==> src/verilog/cc_detect_pkg.sv <==
// package of constants and types for the configuration-line attach detector
package cc_detect_pkg;
	// role selection
	typedef enum logic [1:0] {ROLE_SOURCE = 2'h0, ROLE_SINK = 2'h1, ROLE_DUAL = 2'h2} role_t;
	// advertisement levels
	localparam logic [1:0] ADV_DEF500 = 2'h0;
	localparam logic [1:0] ADV_DEF900 = 2'h1;
	localparam logic [1:0] ADV_1A5 = 2'h2;
	localparam logic [1:0] ADV_3A0 = 2'h3;
	// line classification codes
	typedef enum logic [1:0] {LINE_OPEN = 2'h0, LINE_SINK = 2'h1, LINE_CABLE = 2'h2} line_t;
	// connection states, gray along open -> attached -> swap
	typedef enum logic [2:0] {
		ST_OPEN = 3'h0, ST_CABLE = 3'h1, ST_SINK = 3'h3, ST_CABLE_SINK = 3'h2,
		ST_DEBUG = 3'h6, ST_AUDIO = 3'h7, ST_SRC_SEEN = 3'h5, ST_SWAP = 3'h4
	} conn_t;
	// timing
	localparam int CLK_HZ = 25000000;
	localparam int DEBOUNCE_US = 100;
	localparam int DEBOUNCE_CYC = DEBOUNCE_US * (CLK_HZ / 1000000);
	localparam int TOGGLE_US = 50;
	localparam int TOGGLE_CYC = TOGGLE_US * (CLK_HZ / 1000000);
	// reset values
	localparam logic [1:0] ADV_RESET = ADV_DEF500;
	localparam logic [7:0] STRAP_RESET = 8'h00;
	// strap code at or above this selects the wait-for-external-supply start-up
	localparam logic [7:0] STRAP_WAIT_EXT = 8'hC0;
endpackage : cc_detect_pkg

==> src/verilog/line_debounce.sv <==
// debounce of one line classification
`timescale 1ns/1ps
module line_debounce
	import cc_detect_pkg::*;
#(
	parameter int CYCLES = DEBOUNCE_CYC
)(
	input wire logic clk,
	input wire logic reset_n,
	input wire logic clk_en,
	input wire logic [1:0] raw,
	output logic [1:0] stable
);
	initial if (CYCLES < 2 || CYCLES > 65535) $error("line_debounce: CYCLES out of range");
	logic [1:0] last_reg;
	logic [15:0] count_reg;
	// a change must hold for CYCLES before it is passed on
	always_ff @(posedge clk or negedge reset_n)
	begin
		if (!reset_n)
		begin
			last_reg <= 2'h0;
			count_reg <= 16'h0000;
			stable <= 2'h0;
		end
		else if (clk_en)
		begin
			last_reg <= raw;
			if (raw != last_reg)
				count_reg <= 16'h0000;
			else if (count_reg == 16'(CYCLES - 1))
				stable <= raw;
			else
				count_reg <= count_reg + 16'h0001;
		end
	end
	stable_hold_a: assert property (@(posedge clk) disable iff (!reset_n)
		(clk_en && raw != last_reg) |=> $stable(stable))
		else $error("debounced line changed on an unsettled input");
endmodule : line_debounce

==> src/verilog/line_classify.sv <==
// threshold comparison of one line against the selected advertisement level
`timescale 1ns/1ps
module line_classify
	import cc_detect_pkg::*;
(
	input wire logic [1:0] adv_level,
	input wire logic [7:0] line_mv8,
	input wire logic [7:0] sink_thr_0,
	input wire logic [7:0] sink_thr_1,
	input wire logic [7:0] sink_thr_2,
	input wire logic [7:0] sink_thr_3,
	input wire logic [7:0] cable_thr_0,
	input wire logic [7:0] cable_thr_1,
	input wire logic [7:0] cable_thr_2,
	input wire logic [7:0] cable_thr_3,
	output logic [1:0] klass
);
	logic [7:0] sink_thr;
	logic [7:0] cable_thr;
	// thresholds follow the advertisement level
	always_comb
	begin
		unique case (adv_level)
			ADV_DEF500: begin sink_thr = sink_thr_0; cable_thr = cable_thr_0; end
			ADV_DEF900: begin sink_thr = sink_thr_1; cable_thr = cable_thr_1; end
			ADV_1A5: begin sink_thr = sink_thr_2; cable_thr = cable_thr_2; end
			default: begin sink_thr = sink_thr_3; cable_thr = cable_thr_3; end
		endcase
		if (line_mv8 < cable_thr)
			klass = LINE_CABLE;
		else if (line_mv8 < sink_thr)
			klass = LINE_SINK;
		else
			klass = LINE_OPEN;
	end
endmodule : line_classify

==> src/verilog/cc_attach_port.sv <==
// attach, orientation, role and swap logic for one Type-C port
`timescale 1ns/1ps
module cc_attach_port
	import cc_detect_pkg::*;
#(
	parameter int DEB_CYCLES = DEBOUNCE_CYC,
	parameter int TOG_CYCLES = TOGGLE_CYC
)(
	input wire logic clk,
	input wire logic reset_n,
	input wire logic clk_en,
	input wire logic [1:0] role_sel,
	input wire logic [1:0] adv_level,
	input wire logic swap_enable,
	input wire logic swap_request,
	input wire logic [7:0] cc1_level,
	input wire logic [7:0] cc2_level,
	input wire logic [7:0] sink_thr_0,
	input wire logic [7:0] sink_thr_1,
	input wire logic [7:0] sink_thr_2,
	input wire logic [7:0] sink_thr_3,
	input wire logic [7:0] cable_thr_0,
	input wire logic [7:0] cable_thr_1,
	input wire logic [7:0] cable_thr_2,
	input wire logic [7:0] cable_thr_3,
	input wire logic [7:0] adv_rd_thr_0,
	input wire logic [7:0] adv_rd_thr_1,
	input wire logic [7:0] swap_thr,
	input wire logic vbus_present,
	input wire logic dead_battery,
	input wire logic ovp_uvp,
	input wire logic path_ctl_allow,
	output logic [2:0] conn_state,
	output logic flipped,
	output logic vbus_on,
	output logic vconn_cc1_on,
	output logic vconn_cc2_on,
	output logic pullup_on,
	output logic [1:0] pullup_level,
	output logic pulldown_on,
	output logic deadbat_gate_oe,
	output logic swap_pulldown_cc1,
	output logic swap_pulldown_cc2,
	output logic swap_detected,
	output logic [1:0] partner_adv,
	output logic ext_path_ctl,
	output logic source_active
);
	initial if (TOG_CYCLES < 2 || TOG_CYCLES > 65535) $error("cc_attach_port: TOG_CYCLES bad");
	// pin levels arrive from the analog front end, outside the clock domain
	logic [7:0] cc1_s1_reg;
	logic [7:0] cc1_s2_reg;
	logic [7:0] cc2_s1_reg;
	logic [7:0] cc2_s2_reg;
	logic [1:0] vb_sync_reg;
	always_ff @(posedge clk or negedge reset_n)
	begin
		if (!reset_n)
		begin
			cc1_s1_reg <= 8'hFF;
			cc1_s2_reg <= 8'hFF;
			cc2_s1_reg <= 8'hFF;
			cc2_s2_reg <= 8'hFF;
			vb_sync_reg <= 2'h0;
		end
		else if (clk_en)
		begin
			cc1_s1_reg <= cc1_level;
			cc1_s2_reg <= cc1_s1_reg;
			cc2_s1_reg <= cc2_level;
			cc2_s2_reg <= cc2_s1_reg;
			vb_sync_reg <= {vb_sync_reg[0], vbus_present};
		end
	end
	wire vbus_sync = vb_sync_reg[1];
	// classify both lines, then debounce each
	logic [1:0] raw1;
	logic [1:0] raw2;
	logic [1:0] deb1;
	logic [1:0] deb2;
	line_classify cls1 (.adv_level(adv_level), .line_mv8(cc1_s2_reg),
		.sink_thr_0(sink_thr_0), .sink_thr_1(sink_thr_1), .sink_thr_2(sink_thr_2),
		.sink_thr_3(sink_thr_3), .cable_thr_0(cable_thr_0), .cable_thr_1(cable_thr_1),
		.cable_thr_2(cable_thr_2), .cable_thr_3(cable_thr_3), .klass(raw1));
	line_classify cls2 (.adv_level(adv_level), .line_mv8(cc2_s2_reg),
		.sink_thr_0(sink_thr_0), .sink_thr_1(sink_thr_1), .sink_thr_2(sink_thr_2),
		.sink_thr_3(sink_thr_3), .cable_thr_0(cable_thr_0), .cable_thr_1(cable_thr_1),
		.cable_thr_2(cable_thr_2), .cable_thr_3(cable_thr_3), .klass(raw2));
	line_debounce #(.CYCLES(DEB_CYCLES)) db1 (.clk(clk), .reset_n(reset_n),
		.clk_en(clk_en), .raw(raw1), .stable(deb1));
	line_debounce #(.CYCLES(DEB_CYCLES)) db2 (.clk(clk), .reset_n(reset_n),
		.clk_en(clk_en), .raw(raw2), .stable(deb2));

	// acting role: a swap flips it until the partner goes away
	logic act_source_reg;
	logic [15:0] tog_reg;
	conn_t state_reg;
	conn_t state_next;
	logic watch_cc2_reg;
	logic swapped_reg;
	// a swapped port keeps its new role, so it is not idle for the role select
	wire idle = (state_reg == ST_OPEN) && !swapped_reg;
	// dual role flips terminations only while nothing is attached
	always_ff @(posedge clk or negedge reset_n)
	begin
		if (!reset_n)
		begin
			act_source_reg <= 1'b1;
			tog_reg <= 16'h0000;
		end
		else if (clk_en)
		begin
			if (state_reg == ST_SWAP && state_next != ST_SWAP)
				act_source_reg <= ~act_source_reg;
			else if (idle && role_t'(role_sel) == ROLE_SOURCE)
				act_source_reg <= 1'b1;
			else if (idle && role_t'(role_sel) == ROLE_SINK)
				act_source_reg <= 1'b0;
			else if (idle && role_t'(role_sel) == ROLE_DUAL)
			begin
				if (tog_reg == 16'(TOG_CYCLES - 1))
				begin
					tog_reg <= 16'h0000;
					act_source_reg <= ~act_source_reg;
				end
				else
					tog_reg <= tog_reg + 16'h0001;
			end
		end
	end

	// a swap holds the new role until the partner goes away, else the idle
	// role select would pull it straight back
	always_ff @(posedge clk or negedge reset_n)
	begin
		if (!reset_n)
			swapped_reg <= 1'b0;
		else if (clk_en)
		begin
			if (state_reg == ST_SWAP && state_next != ST_SWAP)
				swapped_reg <= 1'b1;
			else if (state_reg != ST_OPEN && state_next == ST_OPEN)
				swapped_reg <= 1'b0;
		end
	end

	// sink side: source seen through VBUS, swap seen through a low line
	wire sink_line_low = (cc1_s2_reg < swap_thr && !watch_cc2_reg) ||
		(cc2_s2_reg < swap_thr && watch_cc2_reg);
	// source side: decode the termination pair
	always_comb
	begin
		state_next = state_reg;
		if (act_source_reg)
		begin
			unique case ({deb1, deb2})
				{LINE_OPEN, LINE_OPEN}: state_next = ST_OPEN;
				{LINE_SINK, LINE_OPEN}, {LINE_OPEN, LINE_SINK}: state_next = ST_SINK;
				{LINE_CABLE, LINE_OPEN}, {LINE_OPEN, LINE_CABLE}: state_next = ST_CABLE;
				{LINE_CABLE, LINE_SINK}, {LINE_SINK, LINE_CABLE}:
					state_next = ST_CABLE_SINK;
				{LINE_SINK, LINE_SINK}: state_next = ST_DEBUG;
				{LINE_CABLE, LINE_CABLE}: state_next = ST_AUDIO;
				default: state_next = ST_OPEN;
			endcase
			if (state_reg == ST_CABLE_SINK && (watch_cc2_reg ? deb2 : deb1) == LINE_SINK)
				state_next = ST_CABLE_SINK;
			if (swap_enable && swap_request &&
				(state_reg == ST_SINK || state_reg == ST_CABLE_SINK))
				state_next = ST_SWAP;
			if (state_reg == ST_SWAP)
				state_next = vbus_sync ? ST_SWAP : ST_OPEN;
		end
		else
		begin
			if (state_reg == ST_SWAP)
				state_next = ST_SWAP; // role flips on leaving
			else if (vbus_sync)
				state_next = ST_SRC_SEEN;
			else
				state_next = ST_OPEN;
			if (state_reg == ST_SRC_SEEN && swap_enable && sink_line_low)
				state_next = ST_SWAP;
			if (state_reg == ST_SWAP)
				state_next = ST_OPEN;
		end
	end
	always_ff @(posedge clk or negedge reset_n)
	begin
		if (!reset_n)
			state_reg <= ST_OPEN;
		else if (clk_en)
			state_reg <= state_next;
	end
	// orientation: the line that holds the sink (or the pulled-up line when sinking)
	always_ff @(posedge clk or negedge reset_n)
	begin
		if (!reset_n)
			watch_cc2_reg <= 1'b0;
		else if (clk_en && (state_reg == ST_OPEN || state_reg == ST_CABLE))
		begin
			if (act_source_reg)
				watch_cc2_reg <= (deb2 == LINE_SINK);
			else
				watch_cc2_reg <= (cc2_s2_reg > cc1_s2_reg);
		end
	end
	// partner advertisement decoded from the pull-up level while sinking
	logic [7:0] sink_line;
	assign sink_line = watch_cc2_reg ? cc2_s2_reg : cc1_s2_reg;
	always_ff @(posedge clk or negedge reset_n)
	begin
		if (!reset_n)
			partner_adv <= ADV_DEF500;
		else if (clk_en && !act_source_reg && state_reg == ST_SRC_SEEN)
		begin
			if (sink_line >= adv_rd_thr_1)
				partner_adv <= ADV_3A0;
			else if (sink_line >= adv_rd_thr_0)
				partner_adv <= ADV_1A5;
			else
				partner_adv <= ADV_DEF500;
		end
	end
	// outputs from flip-flops; power only once a sink is present
	// path_ctl_allow carries the core's start-up choice from the strap reading
	always_ff @(posedge clk or negedge reset_n)
	begin
		if (!reset_n)
		begin
			conn_state <= 3'h0;
			flipped <= 1'b0;
			vbus_on <= 1'b0;
			vconn_cc1_on <= 1'b0;
			vconn_cc2_on <= 1'b0;
			pullup_on <= 1'b0;
			pullup_level <= ADV_RESET;
			pulldown_on <= 1'b0;
			deadbat_gate_oe <= 1'b0;
			swap_pulldown_cc1 <= 1'b0;
			swap_pulldown_cc2 <= 1'b0;
			swap_detected <= 1'b0;
			ext_path_ctl <= 1'b0;
			source_active <= 1'b0;
		end
		else if (clk_en)
		begin
			conn_state <= state_next;
			flipped <= watch_cc2_reg;
			vbus_on <= act_source_reg && (state_next == ST_SINK ||
				state_next == ST_CABLE_SINK) && !ovp_uvp;
			vconn_cc1_on <= act_source_reg && state_next == ST_CABLE_SINK &&
				deb1 == LINE_CABLE;
			vconn_cc2_on <= act_source_reg && state_next == ST_CABLE_SINK &&
				deb2 == LINE_CABLE;
			pullup_on <= act_source_reg && !dead_battery;
			pullup_level <= adv_level;
			pulldown_on <= !act_source_reg && !dead_battery;
			deadbat_gate_oe <= !dead_battery;
			swap_pulldown_cc1 <= act_source_reg && state_next == ST_SWAP &&
				!watch_cc2_reg;
			swap_pulldown_cc2 <= act_source_reg && state_next == ST_SWAP &&
				watch_cc2_reg;
			swap_detected <= !act_source_reg && state_reg == ST_SRC_SEEN &&
				state_next == ST_SWAP;
			ext_path_ctl <= path_ctl_allow && !ovp_uvp && (act_source_reg ?
				(state_next == ST_SINK || state_next == ST_CABLE_SINK) :
				state_next == ST_SRC_SEEN);
			source_active <= act_source_reg;
		end
	end
	// assertions
	no_power_open_a: assert property (@(posedge clk) disable iff (!reset_n)
		clk_en && act_source_reg && state_reg == ST_OPEN && deb1 == LINE_OPEN &&
		deb2 == LINE_OPEN |=> !vbus_on && !vconn_cc1_on && !vconn_cc2_on)
		else $error("power applied with nothing attached");
	vconn_cable_only_a: assert property (@(posedge clk) disable iff (!reset_n)
		vconn_cc1_on |-> !vconn_cc2_on && conn_state == 3'(ST_CABLE_SINK))
		else $error("cable power outside a cable-plus-sink attach");
	vconn_cc2_only_a: assert property (@(posedge clk) disable iff (!reset_n)
		vconn_cc2_on |-> !vconn_cc1_on && conn_state == 3'(ST_CABLE_SINK))
		else $error("cable power outside a cable-plus-sink attach");
	cable_no_power_a: assert property (@(posedge clk) disable iff (!reset_n)
		conn_state == 3'(ST_CABLE) |-> !vbus_on && !vconn_cc1_on && !vconn_cc2_on)
		else $error("power applied with only a cable");
	deadbat_hiz_a: assert property (@(posedge clk) disable iff (!reset_n)
		clk_en && dead_battery |=> !deadbat_gate_oe && !pullup_on)
		else $error("gate driver active during dead battery");
	path_drop_a: assert property (@(posedge clk) disable iff (!reset_n)
		clk_en && ovp_uvp |=> !ext_path_ctl && !vbus_on)
		else $error("path control held through a fault");
	sink_attach_a: assert property (@(posedge clk) disable iff (!reset_n)
		clk_en && !act_source_reg && state_reg == ST_OPEN && vbus_sync |=>
		conn_state == 3'(ST_SRC_SEEN))
		else $error("vbus did not mark a source attach");
	swap_report_a: assert property (@(posedge clk) disable iff (!reset_n)
		swap_detected |-> $past(swap_enable) && !source_active)
		else $error("swap reported outside an enabled sink");
	terms_exclusive_a: assert property (@(posedge clk) disable iff (!reset_n)
		!(pullup_on && pulldown_on))
		else $error("pull-up and pull-down both applied");
	swap_one_pulse_a: assert property (@(posedge clk) disable iff (!reset_n)
		clk_en && swap_detected |=> !swap_detected)
		else $error("swap report longer than one cycle");
	swap_role_hold_a: assert property (@(posedge clk) disable iff (!reset_n)
		(clk_en && swap_detected) ##1 clk_en ##1 clk_en ##1 clk_en |=> source_active)
		else $error("role fell back right after a sink-side swap");
	swap_pd_single_a: assert property (@(posedge clk) disable iff (!reset_n)
		swap_pulldown_cc1 || swap_pulldown_cc2 |-> source_active &&
		!(swap_pulldown_cc1 && swap_pulldown_cc2))
		else $error("swap pull-down outside sourcing or on both lines");
endmodule : cc_attach_port

==> config.mk <==
export PLATFORM = sky130hd
export DESIGN_NAME = cc_attach_port
export DESIGN_NICKNAME = d
export VERILOG_FILES = /design/src/verilog/cc_detect_pkg.sv /design/src/verilog/line_debounce.sv /design/src/verilog/line_classify.sv /design/src/verilog/cc_attach_port.sv
export SDC_FILE = /design/constraint.sdc
export NUM_CORES = 1
export LEC_CHECK = 0
export ABC_AREA = 1
export BUFFER_PORTS_ARGS = -buffer_cell sky130_fd_sc_hd__buf_2
export CAP_MARGIN = 30
export CORE_MARGIN = 4
export CORE_UTILIZATION = 58
export DETAILED_ROUTE_END_ITERATION = 10
export PLACE_DENSITY = 0.9
export SLEW_MARGIN = 15
export SYNTH_ARGS = -nofsm -noshare
export SYNTH_HDL_FRONTEND = slang
export SYNTH_HIERARCHICAL = 1
export SYNTH_SLANG_ARGS = --single-unit
==> constraint.sdc <==
create_clock -name clk -period 3.2 [get_ports clk]
set_input_delay 0.32 -clock clk [delete_from_list [all_inputs] [get_ports clk]]
set_output_delay 0.32 -clock clk [all_outputs]
set_load 0.03 [all_outputs]
==> results of run 1 <==
power by group through the flow:
stage | combinational (mW) | sequential (mW) | clock, mW
floorplan | 1.06 | 1.87 | 0
global placement | 1.52 | 1.85 | 0
detailed placement | 1.59 | 1.86 | 0
CTS | 1.60 | 1.83 | 1.21
global route | 1.82 | 1.86 | 1.27
finish | 1.61 | 1.84 | 1.19
cells by family (layout without fill, tap and decap cells):
family / after synthesis / after routing / share of synthesized area
AND/OR/NAND/NOR: 648 / 648 / 0.332
AO/OA/AOI/OAI: 188 / 188 / 0.126
buffers and inverters: 167 / 304 / 0.0802
flip-flops: 112 / 112 / 0.333
adder cells (fa/ha/maj): 73 / 73 / 0.107
XOR/XNOR: 20 / 20 / 0.0205
multiplexers: 1 / 1 / 0.00117
layer usage:
layer	routed length, µm	up-vias
met4	546	0
met2	10200	330
met1	9520	3915
met5	0	-
li1	-	4176
met3	1670	36
cell usage after synthesis (6+ instances only):
cell type / n
sky130_fd_sc_hd__inv_1: 116
sky130_fd_sc_hd__ha_1: 73
sky130_fd_sc_hd__buf_6: 6
sky130_fd_sc_hd__nand4_1: 10
sky130_fd_sc_hd__a21oi_1: 29
sky130_fd_sc_hd__o21ai_2: 7
sky130_fd_sc_hd__nor2_1: 75
sky130_fd_sc_hd__nor3_1: 7
sky130_fd_sc_hd__inv_2: 16
sky130_fd_sc_hd__dfstp_2: 33
sky130_fd_sc_hd__buf_2: 6
sky130_fd_sc_hd__clkbuf_1: 18
sky130_fd_sc_hd__nand2_2: 20
sky130_fd_sc_hd__nand3_1: 73
sky130_fd_sc_hd__nand2_1: 424
sky130_fd_sc_hd__o21ai_0: 89
sky130_fd_sc_hd__o21ai_1: 37
sky130_fd_sc_hd__nor2_2: 13
sky130_fd_sc_hd__xor2_1: 20
sky130_fd_sc_hd__dfrtp_1: 79
sky130_fd_sc_hd__nand3_2: 7
per-stage QoR:
| step | setup TNS (ns) | utilization | cells |
|---|---|---|---|
| 3_3_place_gp | 0 | 0.652 | 1514 |
| 4_1_cts | 0 | 0.673 | 1530 |
| 2_1_floorplan | 0 | - | 1209 |
| 3_5_place_dp | -0.0217 | 0.652 | 1514 |
| 5_1_grt | 0 | 0.674 | 1530 |
| 6_report | 0 | 0.674 | 1530 |
worst max path at each step:
stage	start	to
floorplan	adv_level[1]	db1/count_reg[8]$_DFFE_PN0P_
global placement	adv_level[0]	db2/count_reg[6]$_DFFE_PN0P_
detailed placement	adv_level[1]	db2/count_reg[8]$_DFFE_PN0P_
CTS	adv_level[1]	db2/count_reg[8]$_DFFE_PN0P_
global route	adv_level[1]	db2/count_reg[0]$_DFFE_PN0P_
finish	adv_level[1]	db2/stable[0]$_DFFE_PN0P_
worst register-to-register path: stages (launching register included):
cell,delay [ns]
sky130_fd_sc_hd__dfstp_2,0.62
sky130_fd_sc_hd__ha_1,0.28
sky130_fd_sc_hd__a21oi_1,0.18
sky130_fd_sc_hd__nor2_1,0.06
sky130_fd_sc_hd__a211oi_1,0.17
sky130_fd_sc_hd__nand2_1,0.08
sky130_fd_sc_hd__nor2_1,0.17
sky130_fd_sc_hd__inv_1,0.08
sky130_fd_sc_hd__nand2_1,0.07
sky130_fd_sc_hd__nand2_1,0.13
sky130_fd_sc_hd__nor2_8,0.21
sky130_fd_sc_hd__nand4_1,0.31
sky130_fd_sc_hd__nand2_1,0.16
sky130_fd_sc_hd__o21ai_0,0.10
final cells by class:
cell class                      count  area [µm²]  area share
Sequential cell                   112        2840       0.292
Multi-Input combinational cell    930        5010       0.514
Clock inverter                      6        83.8     0.00859
Timing Repair Buffer              156         861      0.0882
Clock buffer                       10         229      0.0235
Inverter                          132         495      0.0508
Tap cell                          184         230      0.0236
repair_timing:
action	in CTS	in global routing
setup endpoints to repair	0	3
buffers inserted	0	0
gates resized for setup	0	1
==> PnR_summary.wiki, run 1 <==
{| class="wikitable"
! Metric !! Value
|-
| Run status || finished clean
|-
| Core Footprint || 0.0145 mm²
|-
| Share of the cycle needed by the critical path after routing || 0.907
|-
| Initial core utilization || 0.590
|-
| Aggregate routed wire length || 22,000 µm
|-
| Leading cell types in the layout, fill and taps excluded || sky130_fd_sc_hd__nand2_1 (424), sky130_fd_sc_hd__buf_2 (134), sky130_fd_sc_hd__inv_1 (116)
|-
| Cell-internal power || 2.83 mW
|-
| Normalized max-slew margin || 0.477
|-
| Worst setup path class || input port to flop
|-
| Yosys warning total || 6
|-
| All-Layer GR Usage || 0.267
|-
| Kind of end point of the critical path || flop
|-
| Top fanout value on the critical path || 23
|-
| Total die area || 0.0167 mm²
|-
| Unrepaired setup endpoints after global routing || no
|-
| Worst path arrival time || 3.14 ns
|-
| Average wire per standard cell || 14.4 µm
|-
| Die H || 129 µm
|-
| DRC marker count from the first detailed-route iteration || 756
|-
| Pin slew with the least headroom to its limit || 0.784 ns
|-
| Clk network pwr share || 0.257
|-
| Number of synthesized register bits || 112
|-
| Total overflow reported by the global router || 0
|-
| Buffer depth of the longest clock path || 2
|-
| Ratio of routed vias to standard cells || 5.53
|-
| Mean instance size in the synthesized netlist || 7.06 µm²
|-
| Final weighted congestion in routability-driven placement || 0.977
|-
| Vias in the first global route || 7,970
|-
| Fraction of final layout cells with drive strength greater than 1 || 0.214
|-
| Top post-synthesis cells by area || sky130_fd_sc_hd__dfrtp_1 (23%), sky130_fd_sc_hd__nand2_1 (19%), sky130_fd_sc_hd__ha_1 (11%)
|-
| Cell at the root of the clock tree || sky130_fd_sc_hd__clkbuf_16
|-
| Die extent in x || 129 µm
|-
| Cell leakage power || 5.12 nW
|-
| H-tree depth reported by CTS || 3
|-
| Most common cell after layout, fill and taps aside || sky130_fd_sc_hd__nand2_1
|-
| Setup slack on the worst flop-to-flop path || 0.46 ns
|-
| Max-slew violation total from the final report || 0
|-
| Number of antenna diodes || 0
|-
| Number of distinct library cells after synthesis || 52
|-
| Timing-limited maximum frequency || 345 MHz
|-
| Placed inst area || 0.00944 mm²
|-
| Pre-CTS setup slack || -0.0114 ns
|-
| Clock tree from TritonCTS || yes
|-
| Wire length of the first global-routing pass || 36,600 µm
|-
| Area of the mapped netlist || 0.00854 mm²
|-
| TritonCTS sink count || 112
|-
| Cell with the most instances on the worst path || sky130_fd_sc_hd__nand2_1
|-
| Largest net degree at the start of global routing || 60
|-
| Final routed DRC violation total || 0
|-
| PD cells || 475 mW/mm²
|-
| Fraction of synthesis flops using an asynchronous set or reset pin || 1.00
|-
| Sequential-to-total area share from yosys stat || 0.333
|-
| Overall power || 4.64 mW
|-
| Net count of the mapped netlist || 1,399
|-
| GRT met2 Usage || 0.438
|-
| Antenna violations before repair || 0
|-
| Reported max-cap violation count || 0
|-
| Switching Power || 1.81 mW
|-
| Number of ports placed on the die boundary || 136
|-
| Hold slack || 0.0349 ns
|-
| Number of hold-repair buffers added at the cts stage || 0
|-
| Number of buffers inserted by port buffering || 135
|-
| Critical path depth in cells || 18
|-
| Number of enable-type register cells in the synthesized netlist || 0
|-
| Detail Route Antenna Nets || 0
|-
| Power share of the combinational group || 0.346
|-
| Critical path's slowest cell || sky130_fd_sc_hd__nand4_1
|-
| Critical path buffer and inverter count || 3
|-
| Sw frac || 0.390
|-
| Class of the tightest hold or removal check || input port to async pin
|-
| Critical path required time || 3.44 ns
|-
| Crit path time final || 2.90 ns
|-
| Delay of the slowest cell on the worst path || 0.31 ns
|-
| Start of the worst register-to-register path || cc2_s2_reg[5]$_DFFE_PN1P_
|-
| HPWL after detailed placement || 17,000 µm
|-
| Maximum resistive drop on vdd || 300 µV
|-
| Met3 track utilization from global routing || 0.0375
|-
| Filler Cell Count || 1,157
|-
| Nets@finish || 1,531
|-
| Most crowded layer after global routing || met2
|-
| Fraction of post-synthesis cell area in the top cell type by area || 0.232
|-
| Syn Inst Count || 1,209
|-
| Iteration count of the initial detailed-routing pass || 6
|-
| GR Layer Usage met1 || 0.361
|-
| Insertion delay of the later-clocked pin in the worst-skew pair || 0.36 ns
|-
| Placement Rows || 44
|-
| Part of the power in registers || 0.396
|-
| Worst reg2reg path depth || 13
|-
| Series of cell instances along the critical path || buf_2, buf_4, o21ai_0, nand3_1, o21ai_1, ha_1, a21oi_1, nor2_1, a211oi_1, nand2_1, nor2_1, inv_1, nand2_1, nand2_1, nor2_8, nand4_1, nand2_1, o21ai_0
|-
| Final Hold Fails || 0
|-
| Number of setup violations in the final report || 0
|-
| Clock-pin transition on the worst setup and hold timing paths || 0.08 ns
|-
| Min setup slack post-route || 0.297 ns
|-
| Routed via count || 8,457
|-
| Endpoint of the most critical register-to-register path || db2/stable[0]$_DFFE_PN0P_
|-
| Cell type with the highest aggregate area in the netlist || sky130_fd_sc_hd__dfrtp_1
|-
| Synth-to-Final Area Change || 14.3%
|-
| Kind of cell adding the most delay to the critical path || simple AND/OR/NAND/NOR gates
|-
| Area of all placed cells without fillers || 0.00976 mm²
|-
| Top FF cell, synth || sky130_fd_sc_hd__dfrtp_1
|-
| CP startpoint kind || input port
|-
| Final clock skew || 0.0130 ns
|-
| Total CTS buffers || 9
|}
Power figures use the tool's default switching activity.
==> inputs of run 2 (changes only) <==
--- a/config.mk
+++ b/config.mk
@@ -11,8 +11,9 @@
 export CORE_MARGIN = 4
 export CORE_UTILIZATION = 58
 export DETAILED_ROUTE_END_ITERATION = 10
-export PLACE_DENSITY = 0.9
-export SLEW_MARGIN = 15
+export GPL_TIMING_DRIVEN = 0
+export PLACE_DENSITY_LB_ADDON = 0.12
+export SLEW_MARGIN = 20
 export SYNTH_ARGS = -nofsm -noshare
 export SYNTH_HDL_FRONTEND = slang
 export SYNTH_HIERARCHICAL = 1
==> PnR_summary.wiki, run 2 (synthesis results as in run 1) <==
{| class="wikitable"
! Metric !! Value
|-
| Run status || finished clean
|-
| Die H || 129 µm
|-
| CP startpoint kind || input port
|-
| Total CTS buffers || 9
|-
| Number of setup violations in the final report || 0
|-
| Number of buffers inserted by port buffering || 135
|-
| Total overflow reported by the global router || 0
|-
| DRC marker count from the first detailed-route iteration || 577
|-
| Timing-limited maximum frequency || 348 MHz
|-
| Unrepaired setup endpoints after global routing || no
|-
| Iteration count of the initial detailed-routing pass || 5
|-
| Placed inst area || 0.00948 mm²
|-
| HPWL after detailed placement || 17,000 µm
|-
| Buffer depth of the longest clock path || 2
|-
| Synth-to-Final Area Change || 15.6%
|-
| All-Layer GR Usage || 0.266
|-
| Total Negative Setup Slacks || 0 ns
|-
| Clock-pin transition on the worst setup and hold timing paths || 0.08 ns
|-
| Leading cell types in the layout, fill and taps excluded || sky130_fd_sc_hd__nand2_1 (424), sky130_fd_sc_hd__buf_2 (134), sky130_fd_sc_hd__inv_1 (116)
|-
| Detail Route Antenna Nets || 0
|-
| Placement Rows || 44
|-
| Clock tree from TritonCTS || yes
|-
| Kind of end point of the critical path || flop
|-
| FF+latch area || 0.00284 mm²
|-
| Largest net degree at the start of global routing || 59
|-
| Area of the multi-input gates || 0.00505 mm²
|-
| Pin slew with the least headroom to its limit || 0.583 ns
|-
| Normalized max-slew margin || 0.611
|-
| Hold slack || 0.149 ns
|-
| Worst setup path class || input port to flop
|-
| H-tree depth reported by CTS || 3
|-
| Cell at the root of the clock tree || sky130_fd_sc_hd__clkbuf_16
|-
| TritonCTS sink count || 112
|-
| Die extent in x || 129 µm
|-
| Average wire per standard cell || 14.0 µm
|-
| Crit path time final || 2.88 ns
|-
| PD cells || 467 mW/mm²
|-
| Share of the cycle needed by the critical path after routing || 0.899
|-
| Final weighted congestion in routability-driven placement || 0.949
|-
| Core Footprint || 0.0145 mm²
|-
| Nets@finish || 1,548
|-
| Routed via count || 8,276
|-
| Area of all placed cells without fillers || 0.00987 mm²
|-
| Final routed DRC violation total || 0
|-
| Top fanout value on the critical path || 10
|-
| Final Hold Fails || 0
|-
| Number of antenna diodes || 0
|-
| Antenna violations before repair || 0
|-
| Maximum resistive drop on vdd || 356 µV
|-
| Final clock skew || 0.00980 ns
|-
| Initial core utilization || 0.590
|-
| Wire length of the first global-routing pass || 36,200 µm
|-
| Aggregate routed wire length || 21,700 µm
|-
| Filler Cell Count || 1,280
|-
| Overall power || 4.61 mW
|-
| Final core utilization || 0.681
|-
| Most common cell after layout, fill and taps aside || sky130_fd_sc_hd__nand2_1
|-
| Class of the tightest hold or removal check || input port to flop
|-
| Vias in the first global route || 7,657
|-
| Reported max-cap violation count || 0
|-
| Fraction of final layout cells with drive strength greater than 1 || 0.214
|-
| Insertion delay of the later-clocked pin in the worst-skew pair || 0.36 ns
|-
| Cell leakage power || 5.15 nW
|-
| Worst path arrival time || 3.16 ns
|-
| Number of ports placed on the die boundary || 136
|-
| Ratio of routed vias to standard cells || 5.35
|-
| Critical path required time || 3.49 ns
|-
| Max-slew violation total from the final report || 0
|-
| Total die area || 0.0167 mm²
|}
## run 2: what timing repair did
item | 4_1_cts | 5_1_grt
setup buffers | 0 | 1
endpoints found under the setup margin | 0 | 36
hold buffers | 1 | 0
endpoints found under the hold margin | 40 | 0
resized for setup | 0 | 26
## run 2: path summary, 6_finish.rpt
check,slack (ns),startpoint,endpoint,cells after the start
min in group asynchronous,0.47,reset_n,pullup_level[0]$_DFFE_PN0P_,2
hold / removal,0.15,cc1_level[1],cc1_s1_reg[1]$_DFFE_PN1P_,3
hold reg to reg,0.46,cc2_s1_reg[3]$_DFFE_PN1P_,cc2_s2_reg[3]$_DFFE_PN1P_,2
setup / recovery,0.32,adv_level[0],db1/count_reg[6]$_DFFE_PN0P_,22
max in group asynchronous,1.99,reset_n,cc1_s1_reg[7]$_DFFE_PN1P_,3
setup reg to reg,0.46,watch_cc2_reg$_DFFE_PN0P_,partner_adv[1]$_DFFE_PN0P_,17
## run 2: metal layers
metal | part of all wire | vias up | GRT usage
met5 | 0 | - | 0
met4 | 0.018 | 0 | 0.0661
met3 | 0.065 | 31 | 0.0429
met2 | 0.48 | 246 | 0.445
met1 | 0.44 | 3797 | 0.362
li1 | - | 4202 | -
## run 2: cell type report
| class | count | area share |
|---|---|---|
| inverter | 132 | 0.0502 |
| clock buffer | 12 | 0.0271 |
| tap | 184 | 0.0233 |
| buffer | 35 | 0.0212 |
| sequential | 112 | 0.288 |
| multi-input combinational | 930 | 0.512 |
| clock inverter | 4 | 0.00457 |
| timing repair buffer | 138 | 0.0737 |
## run 2: critical path, stage by stage
cell,delay (ns)
sky130_fd_sc_hd__buf_2,0.15
sky130_fd_sc_hd__buf_6,0.15
sky130_fd_sc_hd__nor2_4,0.19
sky130_fd_sc_hd__clkbuf_4,0.25
sky130_fd_sc_hd__nand2_1,0.07
sky130_fd_sc_hd__nand3_1,0.08
sky130_fd_sc_hd__o21ai_1,0.07
sky130_fd_sc_hd__ha_1,0.29
sky130_fd_sc_hd__a21oi_1,0.15
sky130_fd_sc_hd__nor2_1,0.05
sky130_fd_sc_hd__a211oi_1,0.17
sky130_fd_sc_hd__nand2_1,0.10
sky130_fd_sc_hd__nor2_2,0.15
sky130_fd_sc_hd__inv_1,0.08
sky130_fd_sc_hd__nand2_1,0.06
sky130_fd_sc_hd__nand2_1,0.12
sky130_fd_sc_hd__nor2_8,0.18
sky130_fd_sc_hd__nand3_2,0.11
sky130_fd_sc_hd__nand2_2,0.11
sky130_fd_sc_hd__buf_6,0.16
sky130_fd_sc_hd__nand2_1,0.08
sky130_fd_sc_hd__o21ai_2,0.06
## run 2: stage by stage
step,cells,worst slack [ns]
after floorplan,1209,0.395
after global placement,1528,-0.294
after detailed placement,1529,-0.339
after CTS,1546,0.0241
after global routing,1547,0.0182
final,1547,0.324
## run 2: power breakdown
group	leakage, nW	total (mW)	switching (mW)	internal, mW
clock	0.153	1.16	0.549	0.615
combinational	3.62	1.65	1.06	0.583
sequential	1.37	1.80	0.175	1.62
total	5.15	4.61	1.79	2.82
==> inputs of run 3 (changes only) <==
--- a/config.mk
+++ b/config.mk
@@ -11,7 +11,6 @@
 export CORE_MARGIN = 4
 export CORE_UTILIZATION = 58
 export DETAILED_ROUTE_END_ITERATION = 10
-export GPL_TIMING_DRIVEN = 0
 export PLACE_DENSITY_LB_ADDON = 0.12
 export SLEW_MARGIN = 20
 export SYNTH_ARGS = -nofsm -noshare
==> PnR_summary.wiki, run 3 (synthesis results as in run 1) <==
{| class="wikitable"
! Metric !! Value
|-
| Normalized max-slew margin || 0.518
|-
| Cell at the root of the clock tree || sky130_fd_sc_hd__clkbuf_16
|-
| Critical path depth in cells || 21
|-
| PD cells || 467 mW/mm²
|-
| Clock-pin transition on the worst setup and hold timing paths || 0.08 ns
|-
| DRC marker count from the first detailed-route iteration || 529
|-
| CP startpoint kind || input port
|-
| Detail Route Antenna Nets || 0
|-
| Final weighted congestion in routability-driven placement || 0.939
|-
| Leading cell types in the layout, fill and taps excluded || sky130_fd_sc_hd__nand2_1 (424), sky130_fd_sc_hd__buf_2 (134), sky130_fd_sc_hd__inv_1 (116)
|-
| Synth-to-Final Area Change || 14.3%
|-
| Iteration count of the initial detailed-routing pass || 6
|-
| Number of ports placed on the die boundary || 136
|-
| Fraction of final layout cells with drive strength greater than 1 || 0.217
|-
| Number of cells after detailed placement || 1,519
|-
| Delay of the slowest cell on the worst path || 0.30 ns
|-
| Vias in the first global route || 7,520
|-
| Routed via count || 8,241
|-
| Worst path arrival time || 3.14 ns
|-
| Layout Cells excl Fill || 1,535
|-
| Antenna violations before repair || 0
|-
| Cell with the most instances on the worst path || sky130_fd_sc_hd__nand2_1
|-
| Post-CTS Setup Inserts || 0
|-
| Total CTS buffers || 9
|-
| Initial core utilization || 0.590
|-
| Overall power || 4.56 mW
|-
| Filler Cell Count || 1,288
|-
| H-tree depth reported by CTS || 3
|-
| Timing-limited maximum frequency || 351 MHz
|-
| Share of the cycle needed by the critical path after routing || 0.889
|-
| Total overflow reported by the global router || 0
|-
| Buffer depth of the longest clock path || 2
|-
| Aggregate routed wire length || 21,800 µm
|-
| Nets@finish || 1,536
|-
| HPWL after detailed placement || 17,100 µm
|-
| Series of cell instances along the critical path || buf_2, inv_1, nor2_1, buf_4, nand2_1, nand3_1, o21ai_1, ha_1, a21oi_1, nor2_1, a211oi_1, nand2_1, nor2_1, inv_1, nand2_1, nand2_1, nor2_8, nand3_2, inv_2, nand2_1, nand2_1
|-
| Largest net degree at the start of global routing || 56
|-
| All-Layer GR Usage || 0.266
|-
| Reported max-cap violation count || 0
|-
| Number of setup violations in the final report || 0
|-
| Pin slew with the least headroom to its limit || 0.723 ns
|-
| Worst reg2reg path depth || 14
|-
| Placement Rows || 44
|-
| Die H || 129 µm
|-
| Run status || finished clean
|-
| Core Footprint || 0.0145 mm²
|-
| Wire length of the first global-routing pass || 36,100 µm
|-
| Number of antenna diodes || 0
|-
| Max-slew violation total from the final report || 0
|-
| Number of buffers inserted by port buffering || 135
|-
| Worst setup path class || input port to flop
|-
| Cell leakage power || 5.13 nW
|-
| Maximum resistive drop on vdd || 339 µV
|-
| Final Hold Fails || 0
|-
| Post-CTS resize count || 0
|-
| Die extent in x || 129 µm
|-
| Ratio of routed vias to standard cells || 5.37
|-
| Critical path buffer and inverter count || 5
|-
| Top fanout value on the critical path || 14
|-
| Class of the tightest hold or removal check || input port to async pin
|-
| Total Negative Setup Slacks || 0 ns
|-
| Crit path time final || 2.85 ns
|-
| Unrepaired setup endpoints after global routing || no
|-
| Average wire per standard cell || 14.2 µm
|-
| Critical path's slowest cell || sky130_fd_sc_hd__ha_1
|-
| FF+latch area || 0.00284 mm²
|-
| Critical path required time || 3.49 ns
|-
| Total die area || 0.0167 mm²
|-
| TritonCTS sink count || 112
|-
| Most common cell after layout, fill and taps aside || sky130_fd_sc_hd__nand2_1
|-
| Insertion delay of the later-clocked pin in the worst-skew pair || 0.36 ns
|-
| Number of hold-repair buffers added at the cts stage || 0
|-
| Final routed DRC violation total || 0
|-
| Hold slack || 0.0351 ns
|-
| Area of the multi-input gates || 0.00501 mm²
|-
| Kind of end point of the critical path || flop
|-
| Final clock skew || 0.0113 ns
|-
| Clock tree from TritonCTS || yes
|-
| Kind of cell adding the most delay to the critical path || simple AND/OR/NAND/NOR gates
|}
==> run 3: changes by cell type in the layout (fill, tap and decap cells not counted), sizes merged <==
cell         previous run  this run
clkbuf                 36        12
buf                   148       161
clkinv                  2         0
dlygate4sd3             1         0
clkinvlp                0         1
inv                   134       135
==> run 3: worst paths after layout <==
kind / start / end / slack (ns)
max reg2reg: cc2_s2_reg[5]$_DFFE_PN1P_ / db2/count_reg[2]$_DFFE_PN0P_ / 0.59
min: reset_n / db1/last_reg[0]$_DFFE_PN0P_ / 0.04
max in group asynchronous: reset_n / cc1_s1_reg[6]$_DFFE_PN1P_ / 2.23
min reg2reg: cc1_s1_reg[4]$_DFFE_PN1P_ / cc1_s1_reg[4]$_DFFE_PN1P_ / 0.46
min in group clk: cc2_level[2] / cc2_s1_reg[2]$_DFFE_PN1P_ / 0.16
max: adv_level[0] / db1/count_reg[14]$_DFFE_PN0P_ / 0.35
==> run 3: through the flow <==
step | util | setup slack (ns) | cell area [µm²]
after floorplan | - | 0.395 | 8540
after detailed placement | 0.654 | 0.0641 | 9460
after global placement | 0.654 | 0.105 | 9460
after global routing | 0.674 | 0.0642 | 9750
final | 0.674 | 0.355 | 9750
after CTS | 0.674 | 0.399 | 9750
==> run 3: where the power goes <==
group	switching [mW]	internal [mW]	leakage, nW
Sequential	0.203	1.62	1.37
Clock	0.527	0.581	0.140
Combinational	1.04	0.585	3.61
==> run 3: layer usage <==
| layer | vias to the layer above | wire length, µm | track usage |
|---|---|---|---|
| li1 | 4181 | - | - |
| met1 | 3830 | 10100 | 0.390 |
| met2 | 209 | 10100 | 0.422 |
| met3 | 21 | 1260 | 0.0322 |
| met4 | 0 | 350 | 0.0649 |
| met5 | - | 0 | 0 |
==> run 3: layout make-up <==
cell class                 count  share of cell area
multi-input combinational    930               0.513
sequential                   112               0.292
timing repair buffer         161              0.0908
inverter                     132              0.0508
clock buffer                  12              0.0263
tap                          184              0.0236
clock inverter                 4             0.00346
